### src/rtl/clk_seq_pkg.sv
// constants and types for the clock select and start-up sequencer
// What this block does
// - decode four fuse bits into clock source
// - fuse bit one means unprogrammed
// - default fuses: RC 8 MHz, start-up 10, divide
// - programmed divide fuse divides clock by eight
// - hold internal reset for extra time-out
// - time-out counts watchdog cycles: 0, 512, 8192
// - ripple counter holds reset for oscillator cycles
// - oscillator count from 4 to 32K cycles
// - reset: time-out then count; wake: count only
// - low power crystal upper bits select range
// - low bit and start-up field select delays
// - low bit zero: 258 or 1K wake counts
// - low bit one: 1K or 16K wake counts
// - converter clock gated independently of core clocks
// - async timer clock runs in own domain
// - some external interrupts detected without peripheral clock
// - program memory clock gated with core clock
package clk_seq_pkg;

  // ==========================================================
  // clock sources
  typedef enum logic [2:0] {
    SRC_LOW_POWER_XTAL = 3'h0,
    SRC_FULL_SWING_XTAL = 3'h1,
    SRC_LOW_FREQ_XTAL = 3'h2,
    SRC_RC_128K = 3'h3,
    SRC_RC_CAL = 3'h4,
    SRC_EXTERNAL = 3'h5,
    SRC_RESERVED = 3'h6
  } clk_src_e;

  // ==========================================================
  // fuse reset values (0 = programmed)
  localparam logic [3:0] CLOCK_SOURCE_DEFAULT = 4'h2;
  localparam logic [1:0] STARTUP_TIME_DEFAULT = 2'h2;
  localparam logic DIVIDE_FUSE_DEFAULT = 1'b0;
  localparam logic FUSE_PROGRAMMED = 1'b0;
  localparam logic [3:0] CODE_EXTERNAL = 4'h0;
  localparam logic [3:0] CODE_RESERVED = 4'h1;
  localparam logic [3:0] CODE_RC_CAL = 4'h2;
  localparam logic [3:0] CODE_RC_128K = 4'h3;

  // ==========================================================
  // low power crystal ranges (upper three fuse bits)
  localparam logic [2:0] RANGE_0P4_0P9 = 3'h4;
  localparam logic [2:0] RANGE_0P9_3P0 = 3'h5;
  localparam logic [2:0] RANGE_3P0_8P0 = 3'h6;
  localparam logic [2:0] RANGE_8P0_16P0 = 3'h7;

  // ==========================================================
  // counts
  localparam int CNT_W = 16;
  localparam logic [CNT_W-1:0] TOUT_NONE = 16'h0000;
  localparam logic [CNT_W-1:0] TOUT_SHORT = 16'h0200;
  localparam logic [CNT_W-1:0] TOUT_LONG = 16'h2000;
  localparam logic [CNT_W-1:0] OSC_EXT = 16'h0006;
  localparam logic [CNT_W-1:0] OSC_4 = 16'h0004;
  localparam logic [CNT_W-1:0] OSC_14 = 16'h000E;
  localparam logic [CNT_W-1:0] OSC_258 = 16'h0102;
  localparam logic [CNT_W-1:0] OSC_1K = 16'h0400;
  localparam logic [CNT_W-1:0] OSC_16K = 16'h4000;
  localparam logic [CNT_W-1:0] OSC_32K = 16'h8000;
  localparam logic [2:0] DIV_LAST = 3'h3;

  // ==========================================================
  // sequencer states, gray along the path
  typedef enum logic [1:0] {
    ST_HOLD = 2'b00,
    ST_TIMEOUT = 2'b01,
    ST_OSC = 2'b11,
    ST_RUN = 2'b10
  } seq_state_e;

endpackage : clk_seq_pkg

### src/rtl/clk_cfg_if.sv
// decoded fuse settings passed from sequencer to divider
interface clk_cfg_if;
  logic div8_en;
  logic run;
  modport src (output div8_en, output run);
  modport dst (input div8_en, input run);
endinterface : clk_cfg_if

### src/rtl/clock_select_startup_sequencer.sv
// clock source decode, start-up sequencing and clock domain gating
module clock_select_startup_sequencer (
  // clock and reset
  input wire logic ref_clk_in,
  input wire logic rstn_in,
  // fuses
  input wire logic [3:0] clock_source_fuses_in,
  input wire logic [1:0] startup_time_fuses_in,
  input wire logic divide_by_eight_fuse_in,
  // reset sources and oscillator ticks
  input wire logic ext_reset_active_in,
  input wire logic wdt_osc_tick_in,
  input wire logic osc_tick_in,
  // sleep control
  input wire logic sleep_wake_in,
  input wire logic core_clock_stop_in,
  input wire logic peripheral_clock_stop_in,
  input wire logic converter_clock_stop_in,
  input wire logic async_timer_clock_stop_in,
  input wire logic async_timer_tick_in,
  input wire logic ext_irq_level_in,
  // status
  output logic internal_reset_out,
  output logic [2:0] clock_source_out,
  output logic [2:0] crystal_range_out,
  output logic fuse_reserved_out,
  // clock enables
  output logic core_clock_out,
  output logic program_memory_clock_out,
  output logic peripheral_clock_out,
  output logic converter_clock_out,
  output logic async_timer_clock_out,
  output logic ext_irq_wake_out
);

  // ==========================================================
  // fuse capture after reset release
  logic [3:0] cks_r;
  logic [1:0] sut_r;
  logic div_fuse_r;
  logic fuses_loaded_r;

  always_ff @(posedge ref_clk_in or negedge rstn_in) begin
    if (!rstn_in) begin
      cks_r <= clk_seq_pkg::CLOCK_SOURCE_DEFAULT;
      sut_r <= clk_seq_pkg::STARTUP_TIME_DEFAULT;
      div_fuse_r <= clk_seq_pkg::DIVIDE_FUSE_DEFAULT;
      fuses_loaded_r <= 1'b0;
    end else if (!fuses_loaded_r) begin
      cks_r <= clock_source_fuses_in;
      sut_r <= startup_time_fuses_in;
      div_fuse_r <= divide_by_eight_fuse_in;
      fuses_loaded_r <= 1'b1;
    end
  end

  // ==========================================================
  // source decode
  clk_seq_pkg::clk_src_e src;
  assign src = cks_r[3] ? clk_seq_pkg::SRC_LOW_POWER_XTAL :
               (cks_r[3:1] == 3'h3) ? clk_seq_pkg::SRC_FULL_SWING_XTAL :
               (cks_r[3:1] == 3'h2) ? clk_seq_pkg::SRC_LOW_FREQ_XTAL :
               (cks_r == clk_seq_pkg::CODE_RC_128K) ? clk_seq_pkg::SRC_RC_128K :
               (cks_r == clk_seq_pkg::CODE_RC_CAL) ? clk_seq_pkg::SRC_RC_CAL :
               (cks_r == clk_seq_pkg::CODE_EXTERNAL) ? clk_seq_pkg::SRC_EXTERNAL :
               clk_seq_pkg::SRC_RESERVED;

  logic [2:0] range_w;
  assign range_w = (src == clk_seq_pkg::SRC_LOW_POWER_XTAL) ? cks_r[3:1] : 3'h0;

  logic div8_w;
  assign div8_w = (div_fuse_r == clk_seq_pkg::FUSE_PROGRAMMED);

  // ==========================================================
  // delay tables
  logic [clk_seq_pkg::CNT_W-1:0] tout_w;
  logic [clk_seq_pkg::CNT_W-1:0] osc_reset_w;
  logic [clk_seq_pkg::CNT_W-1:0] osc_wake_w;

  always_comb begin
    tout_w = clk_seq_pkg::TOUT_NONE;
    osc_reset_w = clk_seq_pkg::OSC_EXT;
    osc_wake_w = clk_seq_pkg::OSC_EXT;
    if (src == clk_seq_pkg::SRC_LOW_POWER_XTAL ||
        src == clk_seq_pkg::SRC_FULL_SWING_XTAL) begin
      osc_reset_w = clk_seq_pkg::OSC_14;
      unique case ({cks_r[0], sut_r})
        3'b000: begin
          osc_wake_w = clk_seq_pkg::OSC_258;
          tout_w = clk_seq_pkg::TOUT_SHORT;
        end
        3'b001: begin
          osc_wake_w = clk_seq_pkg::OSC_258;
          tout_w = clk_seq_pkg::TOUT_LONG;
        end
        3'b010: begin
          osc_wake_w = clk_seq_pkg::OSC_1K;
          tout_w = clk_seq_pkg::TOUT_NONE;
        end
        3'b011: begin
          osc_wake_w = clk_seq_pkg::OSC_1K;
          tout_w = clk_seq_pkg::TOUT_SHORT;
        end
        3'b100: begin
          osc_wake_w = clk_seq_pkg::OSC_1K;
          tout_w = clk_seq_pkg::TOUT_LONG;
        end
        3'b101: begin
          osc_wake_w = clk_seq_pkg::OSC_16K;
          tout_w = clk_seq_pkg::TOUT_NONE;
        end
        3'b110: begin
          osc_wake_w = clk_seq_pkg::OSC_16K;
          tout_w = clk_seq_pkg::TOUT_SHORT;
        end
        3'b111: begin
          osc_wake_w = clk_seq_pkg::OSC_16K;
          tout_w = clk_seq_pkg::TOUT_LONG;
        end
      endcase
      // the 14 extra cycles precede the wake count after reset
      osc_reset_w = osc_wake_w + clk_seq_pkg::OSC_14;
    end else begin
      unique case (sut_r)
        2'b00: tout_w = clk_seq_pkg::TOUT_NONE;
        2'b01: tout_w = clk_seq_pkg::TOUT_SHORT;
        default: tout_w = clk_seq_pkg::TOUT_LONG;
      endcase
      if (src == clk_seq_pkg::SRC_LOW_FREQ_XTAL) begin
        osc_wake_w = cks_r[0] ? clk_seq_pkg::OSC_32K : clk_seq_pkg::OSC_1K;
        osc_reset_w = clk_seq_pkg::OSC_4;
      end else begin
        osc_wake_w = clk_seq_pkg::OSC_EXT;
        osc_reset_w = clk_seq_pkg::OSC_EXT;
      end
    end
  end

  // ==========================================================
  // start-up sequencer
  clk_seq_pkg::seq_state_e state_r;
  clk_seq_pkg::seq_state_e state_nxt;
  logic [clk_seq_pkg::CNT_W-1:0] cnt_r;
  logic [clk_seq_pkg::CNT_W-1:0] cnt_nxt;
  logic from_wake_r;
  logic from_wake_nxt;
  logic tout_done_w;
  logic osc_done_w;
  logic [clk_seq_pkg::CNT_W-1:0] osc_target_w;

  assign osc_target_w = from_wake_r ? osc_wake_w : osc_reset_w;
  assign tout_done_w = (cnt_r >= tout_w);
  assign osc_done_w = (cnt_r >= osc_target_w);

  always_comb begin
    state_nxt = state_r;
    cnt_nxt = cnt_r;
    from_wake_nxt = from_wake_r;
    unique case (state_r)
      clk_seq_pkg::ST_HOLD: begin
        cnt_nxt = '0;
        from_wake_nxt = 1'b0;
        if (fuses_loaded_r && !ext_reset_active_in) begin
          state_nxt = clk_seq_pkg::ST_TIMEOUT;
        end
      end
      clk_seq_pkg::ST_TIMEOUT: begin
        if (tout_done_w) begin
          state_nxt = clk_seq_pkg::ST_OSC;
          cnt_nxt = '0;
        end else if (wdt_osc_tick_in) begin
          cnt_nxt = cnt_r + 16'h0001;
        end
      end
      clk_seq_pkg::ST_OSC: begin
        if (osc_done_w) begin
          state_nxt = clk_seq_pkg::ST_RUN;
        end else if (osc_tick_in) begin
          cnt_nxt = cnt_r + 16'h0001;
        end
      end
      clk_seq_pkg::ST_RUN: begin
        if (sleep_wake_in) begin
          state_nxt = clk_seq_pkg::ST_OSC;
          cnt_nxt = '0;
          from_wake_nxt = 1'b1;
        end
      end
    endcase
    if (ext_reset_active_in) begin
      state_nxt = clk_seq_pkg::ST_HOLD;
      cnt_nxt = '0;
      from_wake_nxt = 1'b0;
    end
  end

  always_ff @(posedge ref_clk_in or negedge rstn_in) begin
    if (!rstn_in) begin
      state_r <= clk_seq_pkg::ST_HOLD;
      cnt_r <= '0;
      from_wake_r <= 1'b0;
    end else begin
      state_r <= state_nxt;
      cnt_r <= cnt_nxt;
      from_wake_r <= from_wake_nxt;
    end
  end

  // ==========================================================
  // clock enables
  logic run_w;
  logic sys_tick_w;
  assign run_w = (state_r == clk_seq_pkg::ST_RUN);

  clk_cfg_if cfg ();
  assign cfg.div8_en = div8_w;
  assign cfg.run = run_w;

  clk_div8 u_div (
    .ref_clk_in(ref_clk_in),
    .rstn_in(rstn_in),
    .cfg(cfg),
    .tick_out(sys_tick_w)
  );

  logic core_r;
  logic periph_r;
  logic conv_r;
  logic asy_r;

  always_ff @(posedge ref_clk_in or negedge rstn_in) begin
    if (!rstn_in) begin
      core_r <= 1'b0;
      periph_r <= 1'b0;
      conv_r <= 1'b0;
      asy_r <= 1'b0;
    end else begin
      core_r <= sys_tick_w & ~core_clock_stop_in;
      periph_r <= sys_tick_w & ~peripheral_clock_stop_in;
      conv_r <= sys_tick_w & ~converter_clock_stop_in;
      asy_r <= async_timer_tick_in & ~async_timer_clock_stop_in;
    end
  end

  assign internal_reset_out = ~run_w;
  assign clock_source_out = src;
  assign crystal_range_out = range_w;
  assign fuse_reserved_out = (cks_r == clk_seq_pkg::CODE_RESERVED);
  assign core_clock_out = core_r;
  assign program_memory_clock_out = core_r;
  assign peripheral_clock_out = periph_r;
  assign converter_clock_out = conv_r;
  assign async_timer_clock_out = asy_r;
  assign ext_irq_wake_out = ext_irq_level_in;

endmodule : clock_select_startup_sequencer

### src/rtl/clk_div8.sv
// divide-by-eight clock enable generator
module clk_div8 (
  // clock and reset
  input wire logic ref_clk_in,
  input wire logic rstn_in,
  // configuration
  clk_cfg_if.dst cfg,
  // tick out
  output logic tick_out
);
  logic [2:0] div_r;
  logic [2:0] div_nxt;
  logic tick_r;
  logic tick_nxt;

  assign div_nxt = cfg.run ? div_r + 3'h1 : 3'h0;
  assign tick_nxt = cfg.run & (~cfg.div8_en | (div_r == clk_seq_pkg::DIV_LAST + 3'h4));

  always_ff @(posedge ref_clk_in or negedge rstn_in) begin
    if (!rstn_in) begin
      div_r <= 3'h0;
      tick_r <= 1'b0;
    end else begin
      div_r <= div_nxt;
      tick_r <= tick_nxt;
    end
  end

  assign tick_out = tick_r;
endmodule : clk_div8

### config.mk
export PLATFORM = sky130hd
export DESIGN_NAME = clock_select_startup_sequencer
export DESIGN_NICKNAME = d
export VERILOG_FILES = /design/src/rtl/clk_seq_pkg.sv /design/src/rtl/clk_cfg_if.sv /design/src/rtl/clock_select_startup_sequencer.sv /design/src/rtl/clk_div8.sv
export SDC_FILE = /design/constraint.sdc
export NUM_CORES = 1
export LEC_CHECK = 0
export BUFFER_PORTS_ARGS = -buffer_cell sky130_fd_sc_hd__buf_2
export CAP_MARGIN = 20
export CORE_UTILIZATION = 30
export DETAILED_ROUTE_END_ITERATION = 10
export SYNTH_ARGS = -nofsm -noshare
export SYNTH_HDL_FRONTEND = slang
export SYNTH_SLANG_ARGS = --single-unit
### constraint.sdc
create_clock -name ref_clk_in -period 6.2 [get_ports ref_clk_in]
set_input_delay 0.31 -clock ref_clk_in [delete_from_list [all_inputs] [get_ports ref_clk_in]]
set_output_delay 0.31 -clock ref_clk_in [all_outputs]
set_load 0.02 [all_outputs]
==> out/summary.txt, run 1 <==
Status -> complete, no violations
Setup Viol. Count Final -> 0
Die area -> 0.00774 mm²
Total wire length -> 4870 µm
Vias in the first global route -> 1722
Layout cell share with drive strength beyond 1 -> 0.204
Filler cells -> 737
HPWL after detailed placement -> 3580 µm
Via/cell ratio -> 5.09
Final Power -> 0.642 mW
Post-synth EDFFs -> 0
Top_reg_cell synth -> dfrtp_1
Core ar. -> 0.00698 mm²
Most frequent cells in the layout -> dfrtp_1 (33), buf_2 (30), o21ai_0 (25)
Initial Utilization -> 0.318
Placed cell area -> 0.00243 mm²
RR Startpoint -> sut_r[1]$_DFFE_PN1N_
Setup ws final -> 2.90 ns
Synth top area cells -> dfrtp_1 (37%), ha_1 (10%), o21ai_0 (5.6%), mux2_2 (3.6%), a21oi_1 (3.2%)
CP Class -> flip-flop to flip-flop
CP Launch Type -> flip-flop
CTS tree -> yes
Root buf cell -> clkbuf_8
Slowest-stage cell, CP -> dfstp_2
Critical Path RT -> 6.40 ns
Setup TNS -> 0 ns
Library cells used by synthesis -> 48
Commonest non-fill, non-tap cell in the layout -> dfrtp_1
Die Wd -> 88.0 µm
Global-route wire length before repair -> 8380 µm
Post-synth top area share -> 0.372
Finished Cell Area -> 0.00253 mm²
Synth Instances -> 239
Post-synth top area cell -> dfrtp_1
Clock Sinks -> 35
Diodes inserted -> 0
Synthesis-stage register bit count -> 35
Post-route ant nets -> 0
Synth Warn # -> 0
Worst path cell trace -> inv_1 > ha_1 > inv_1 > mux2i_1 > a21oi_1 > ha_1 > or4b_1 > a211oi_4 > a21boi_2 > or3_1 > o41ai_2
DRC viols -> 0
Normalized max-slew margin -> 0.477
Worst Setup SP -> sut_r[1]$_DFFE_PN1N_
Pin count of the biggest net entering global routing -> 36
Global Route Usage Sum -> 0.145
Congestion Overflow GR -> 0
Cell area power density -> 254 mW/mm²
Worst Hold Class -> input pin to asynchronous set/reset pin
Die Ht -> 88.0 µm
Worst r2r dst -> cnt_r[15]$_DFFE_PN0P_
Worst clock skew -> 0.00594 ns
Initial DRC Count -> 108
Minimum setup slack among reg-to-reg paths -> 2.90 ns
Layout area overhead -> 14.1%
VDD IR-drop max -> 0.0660 mV
Fin cells -> 361
Clock transition at path regs -> 0.07 ns
Clock Tree Buf Depth -> 2
IO Port Bufs -> 30
Postcts setup bufs -> 0
Gpl congestion -> 0.787
CP peak stage delay -> 0.56 ns
Number of max-cap violations -> 0
H-tree depth -> 2
Synth Cell Area -> 0.00222 mm²
Pre-antenna DRT Iters -> 4
RSZ-0062 raised after global routing -> no
Fin. max-slew vios -> 0
WP data arrival -> 3.50 ns
Routed length per instance -> 13.5 µm
Hold buffers post-CTS -> 0
Initial antenna violation count -> 0
Via count -> 1839
Sequential share of the synthesized area -> 0.396
Post-synth net total -> 276
Fin crit share -> 0.532
CP Capture Point -> cnt_r[15]$_DFFE_PN0P_
Fmax -> 0.303 GHz
Async SR Flop Fraction -> 1.00
Worst-margin pin slew -> 0.785 ns
Final nets -> 301
Crit-path max FO -> 10
I/O pin total -> 33
Worst slack, placed -> 2.89 ns
Average size of a mapped cell -> 9.28 µm²
Worst setup EP type -> flip-flop
Fin. Hold Viols -> 0
CTS Buf Count -> 5
Row count -> 30
Cell total after placement -> 353
Pleak -> 1.15 nW
R2R cell count -> 11
Clock Latency Late Sink -> 0.29 ns
Final Critical Period -> 3.30 ns
Post-CTS Resized -> 0
## power breakdown
part,internal [mW],switching [mW],total [mW]
Clock,0.101,0.0825,0.184
Combinational,0.0721,0.102,0.174
Sequential,0.250,0.0329,0.283
Total,0.424,0.218,0.642
## cell families after synthesis
logic type / after synthesis / synth area share
DFF: 35 / 0.396
buffers and inverters: 22 / 0.0446
adders and majority gates: 18 / 0.102
other: 1 / 0.00169
AOI/OAI and AO/OA: 64 / 0.185
muxes: 9 / 0.0446
xor gates and xnor gates: 1 / 0.00395
and+or+nand+nor: 89 / 0.223
## layer usage
layer,vias to the layer above,GRT usage,part of all wire
li1,920,-,-
met1,869,0.189,0.49
met2,40,0.223,0.44
met3,10,0.0320,0.045
met4,0,0.0745,0.028
met5,-,0,0
## sequential cells by signal, indices dropped and copies added, names as in the netlist, 2 cells and up
signal       count
state_r          2
cks_r            4
u_div.div_r      3
sut_r            2
cnt_r           16
## worst min-delay path by stage
stage | end | start | depth (start not counted) | slack (ns)
final | cnt_r[10]$_DFFE_PN0P_ | rstn_in | 1 | 0.09
after CTS | cnt_r[7]$_DFFE_PN0P_ | rstn_in | 1 | 0.13
after floorplan | async_timer_clock_out$_DFF_PN0_ | rstn_in | 0 | 0.01
after detailed placement | u_div.div_r[0]$_DFF_PN0_ | u_div.div_r[0]$_DFF_PN0_ | 1 | 0.43
after global routing | async_timer_clock_out$_DFF_PN0_ | async_timer_clock_stop_in | 2 | 0.15
after global placement | u_div.div_r[0]$_DFF_PN0_ | u_div.div_r[0]$_DFF_PN0_ | 1 | 0.43
## final cells by class
class / instances / area (µm²) / share of cell area
Timing Repair Buffer: 31 / 158 / 0.0623
Multi-Input combinational cell: 182 / 1240 / 0.490
Tap cell: 96 / 120 / 0.0475
Clock buffer: 8 / 100 / 0.0396
Inverter: 9 / 33.8 / 0.0134
Sequential cell: 35 / 878 / 0.347
## worst max-delay path: cells and delay by family (launching register included)
family / cells / cell delay (ns)
AO/OA/AOI/OAI: 4 / 0.97
adder cells (fa/ha/maj): 2 / 0.45
buffers and inverters: 2 / 0.14
flip-flops: 1 / 0.56
multiplexers: 1 / 0.05
AND/OR/NAND/NOR: 2 / 1.02
## through the flow
step | hold WS, ns | utilization
finish | 0.0947 | 0.362
global route | 0.151 | 0.362
CTS | 0.129 | 0.362
detailed placement | 0.434 | 0.348
global placement | 0.427 | 0.348
floorplan | 0.0144 | -
## synth_stat cells (2+ instances only)
cell      instances
dfrtp_1          33
nor3_1            6
inv_1             9
dfstp_2           2
and3_1            6
ha_1             18
buf_4             2
mux2_2            7
nor2_1           16
nand2b_1          8
clkbuf_1          8
o31ai_1           7
o21ai_0          25
a31oi_1           4
or3_1             8
a21oi_1          14
mux2i_1           2
nand3_1           9
nor2b_1           9
a21o_1            2
nand2_1           9
nand4_1           5
nor4_1            3
nand3b_1          2
and2_1            2
No activity file was read; power rests on OpenSTA's default activity.
==> inputs of run 2 (changes only) <==
- clock period: 6.2 -> 2.9 ns (I/O delays scaled with it)
==> out/summary.txt, run 2 (synthesis results as in run 1) <==
Worst setup EP type -> flip-flop (unchanged)
Via/cell ratio -> 5.03 (was 5.09)
Vias in the first global route -> 1686 (was 1722)
DRC viols -> 0 (unchanged)
Clock Latency Late Sink -> 0.29 ns (about the same)
Post-route ant nets -> 0 (unchanged)
Fmax -> 0.344 GHz (was 0.303 GHz)
Crit-path max FO -> 8 (was 10)
Clock Tree Buf Depth -> 2 (unchanged)
Worst clock skew -> 0.00499 ns (was 0.00594 ns)
Initial DRC Count -> 139 (was 108)
Violated checks -> setup timing
Largest register FFs -> 16 (unchanged)
Slowest-stage cell, CP -> dfstp_2 (unchanged)
RR Startpoint -> sut_r[1]$_DFFE_PN1N_ (unchanged)
H-tree depth -> 2 (unchanged)
Cell area power density -> 510 mW/mm² (was 254 mW/mm²)
Global-route wire length before repair -> 8310 µm (was 8380 µm)
Most frequent cells in the layout -> dfrtp_1 (33), buf_2 (31), o21ai_0 (20) (was dfrtp_1 (33), buf_2 (30), o21ai_0 (25))
Filler cells -> 715 (was 737)
Final Critical Period -> 2.90 ns (was 3.30 ns)
Congestion Overflow GR -> 0 (unchanged)
Top reg by flops -> cnt_r (unchanged)
Normalized max-slew margin -> 0.472 (was 0.477)
CTS tree -> yes (unchanged)
R2R cell count -> 11 (unchanged)
Setup TNS -> -0.00391 ns (was 0 ns)
Worst-margin pin slew -> 0.792 ns (was 0.785 ns)
HPWL after detailed placement -> 3690 µm (was 3580 µm)
Hold EP -> state_r[1]$_DFFE_PN0P_
CP Launch Type -> flip-flop (unchanged)
Minimum setup slack among reg-to-reg paths -> -0.004 ns (was 2.90 ns)
Initial antenna violation count -> 0 (unchanged)
HP Start -> ext_reset_active_in
Most frequent CP cell -> inv_2
Setup ws final -> -0.00391 ns (was 2.90 ns)
RSZ-0062 raised after global routing -> yes (was no)
Fin. max-slew vios -> 0 (unchanged)
Pre-antenna DRT Iters -> 4 (unchanged)
Via count -> 1927 (was 1839)
Worst path cell trace -> inv_2 > ha_4 > inv_2 > mux2i_1 > a21oi_1 > ha_2 > or4b_4 > a211oi_4 > a21boi_2 > or3_4 > o31ai_4 (was inv_1 > ha_1 > inv_1 > mux2i_1 > a21oi_1 > ha_1 > or4b_1 > a211oi_4 > a21boi_2 > or3_1 > o41ai_2)
Final nets -> 323 (was 301)
Total wire length -> 5310 µm (was 4870 µm)
Commonest non-fill, non-tap cell in the layout -> dfrtp_1 (unchanged)
Pleak -> 1.27 nW (was 1.15 nW)
IO Port Bufs -> 30 (unchanged)
Die area -> 0.00774 mm² (unchanged)
CP Class -> flip-flop to flip-flop (unchanged)
Clock Sinks -> 35 (unchanged)
Diodes inserted -> 0 (unchanged)
Initial Utilization -> 0.318 (unchanged)
Row count -> 30 (unchanged)
Core ar. -> 0.00698 mm² (unchanged)
Status -> complete, but fails checks (was complete, no violations)
Layout cell share with drive strength beyond 1 -> 0.317 (was 0.204)
Fin. Hold Viols -> 0 (unchanged)
Die Ht -> 88.0 µm (unchanged)
VDD IR-drop max -> 0.162 mV (was 0.0660 mV)
Setup Viol. Count Final -> 1 (was 0)
Global Route Usage Sum -> 0.142 (was 0.145)
Routed length per instance -> 13.9 µm (was 13.5 µm)
Storage cell area -> 878 µm² (unchanged)
Pin count of the biggest net entering global routing -> 36 (unchanged)
Worst r2r dst -> cnt_r[10]$_DFFE_PN0P_ (was cnt_r[15]$_DFFE_PN0P_)
Footprint of the multi-input gates -> 0.00136 mm² (was 0.00124 mm²)
Fin crit share -> 1.00 (was 0.532)
Finished Cell Area -> 0.00283 mm² (was 0.00253 mm²)
Clock transition at path regs -> 0.07 ns (about the same)
Gpl congestion -> 0.798 (was 0.787)
CP peak stage delay -> 0.56 ns (about the same)
Worst Hold Class -> input pin to flip-flop (was input pin to asynchronous set/reset pin)
Critical Path RT -> 3.10 ns (was 6.40 ns)
WP data arrival -> 3.10 ns (was 3.50 ns)
Root buf cell -> clkbuf_8 (unchanged)
Number of max-cap violations -> 0 (unchanged)
I/O pin total -> 33 (unchanged)
Hold path cells -> 2
Placed cell area -> 0.00254 mm² (was 0.00243 mm²)
CTS Buf Count -> 5 (unchanged)
Largest registers -> cnt_r x16, cks_r x4, u_div.div_r x3 (unchanged)
Layout area overhead -> 27.8% (was 14.1%)
Die Wd -> 88.0 µm (unchanged)
-- run 2: changes by cell type in the layout (fill, tap and decap cells not counted), sizes merged --
cell / previous run / this run
buf: 31 / 48
clkbuf: 8 / 7
clkinv: 0 / 1
dlygate4sd3: 0 / 5
-- run 2: layout make-up --
cell class,instances,share of cell area
Multi-Input combinational cell,182,0.480
Clock inverter,1,0.00177
Clock buffer,7,0.0269
Timing Repair Buffer,53,0.127
Inverter,9,0.0119
Sequential cell,35,0.310
Tap cell,96,0.0424
-- run 2: how the worst max path moves through the flow --
stage          depth (start not counted)  slack, ns                    end                  from
2_1_floorplan                         12      0.007  cnt_r[15]$_DFFE_PN0P_  sut_r[1]$_DFFE_PN1N_
6_report                              11     -0.004  cnt_r[10]$_DFFE_PN0P_  sut_r[1]$_DFFE_PN1N_
5_1_grt                               11      -0.10  cnt_r[15]$_DFFE_PN0P_  sut_r[1]$_DFFE_PN1N_
4_1_cts                               11      0.005  cnt_r[10]$_DFFE_PN0P_  sut_r[1]$_DFFE_PN1N_
3_3_place_gp                          11       0.01  cnt_r[10]$_DFFE_PN0P_  sut_r[1]$_DFFE_PN1N_
3_5_place_dp                          11      -0.09  cnt_r[10]$_DFFE_PN0P_  sut_r[1]$_DFFE_PN1N_
-- run 2: critical path: cells and delay by family (launching register included) --
kind                       cells  cell delay [ns]
buffers and inverters          2             0.10
adders and majority gates      2             0.38
AOI/OAI and AO/OA              4             0.79
and+or+nand+nor                2             0.92
muxes                          1             0.05
DFF                            1             0.56
-- run 2: per-stage QoR --
step                      total power [mW]   util  std cells  hold WS (ns)  setup slack (ns)
after floorplan                      0.908      -        239        -0.151           0.00703
after global placement                1.03  0.363        366         0.284            0.0126
after detailed placement              1.03  0.363        366         0.281           -0.0925
after CTS                             1.39  0.383        379        0.0721           0.00529
after global routing                  1.54  0.406        383        0.0837            -0.103
final                                 1.44  0.406        383        0.0809          -0.00391
-- run 2: what timing repair did --
item / in CTS / in global routing
setup buffers: 0 / 3
hold buffers: 5 / 0
pin swaps: 0 / 16
setup endpoints to repair: 4 / 16
resized for setup: 1 / 31
gates cloned: 0 / 1
endpoints found under the hold margin: 37 / 0
-- run 2: power breakdown --
group / switching (mW) / internal [mW]
Sequential: 0.0603 / 0.535
Clock: 0.171 / 0.168
Combinational: 0.275 / 0.233
Total: 0.507 / 0.937
-- run 2: layer usage --
metal,GRT usage,part of all wire
met4,0.0492,0.017
met3,0.0358,0.027
met5,0,0
met1,0.193,0.50
met2,0.218,0.45
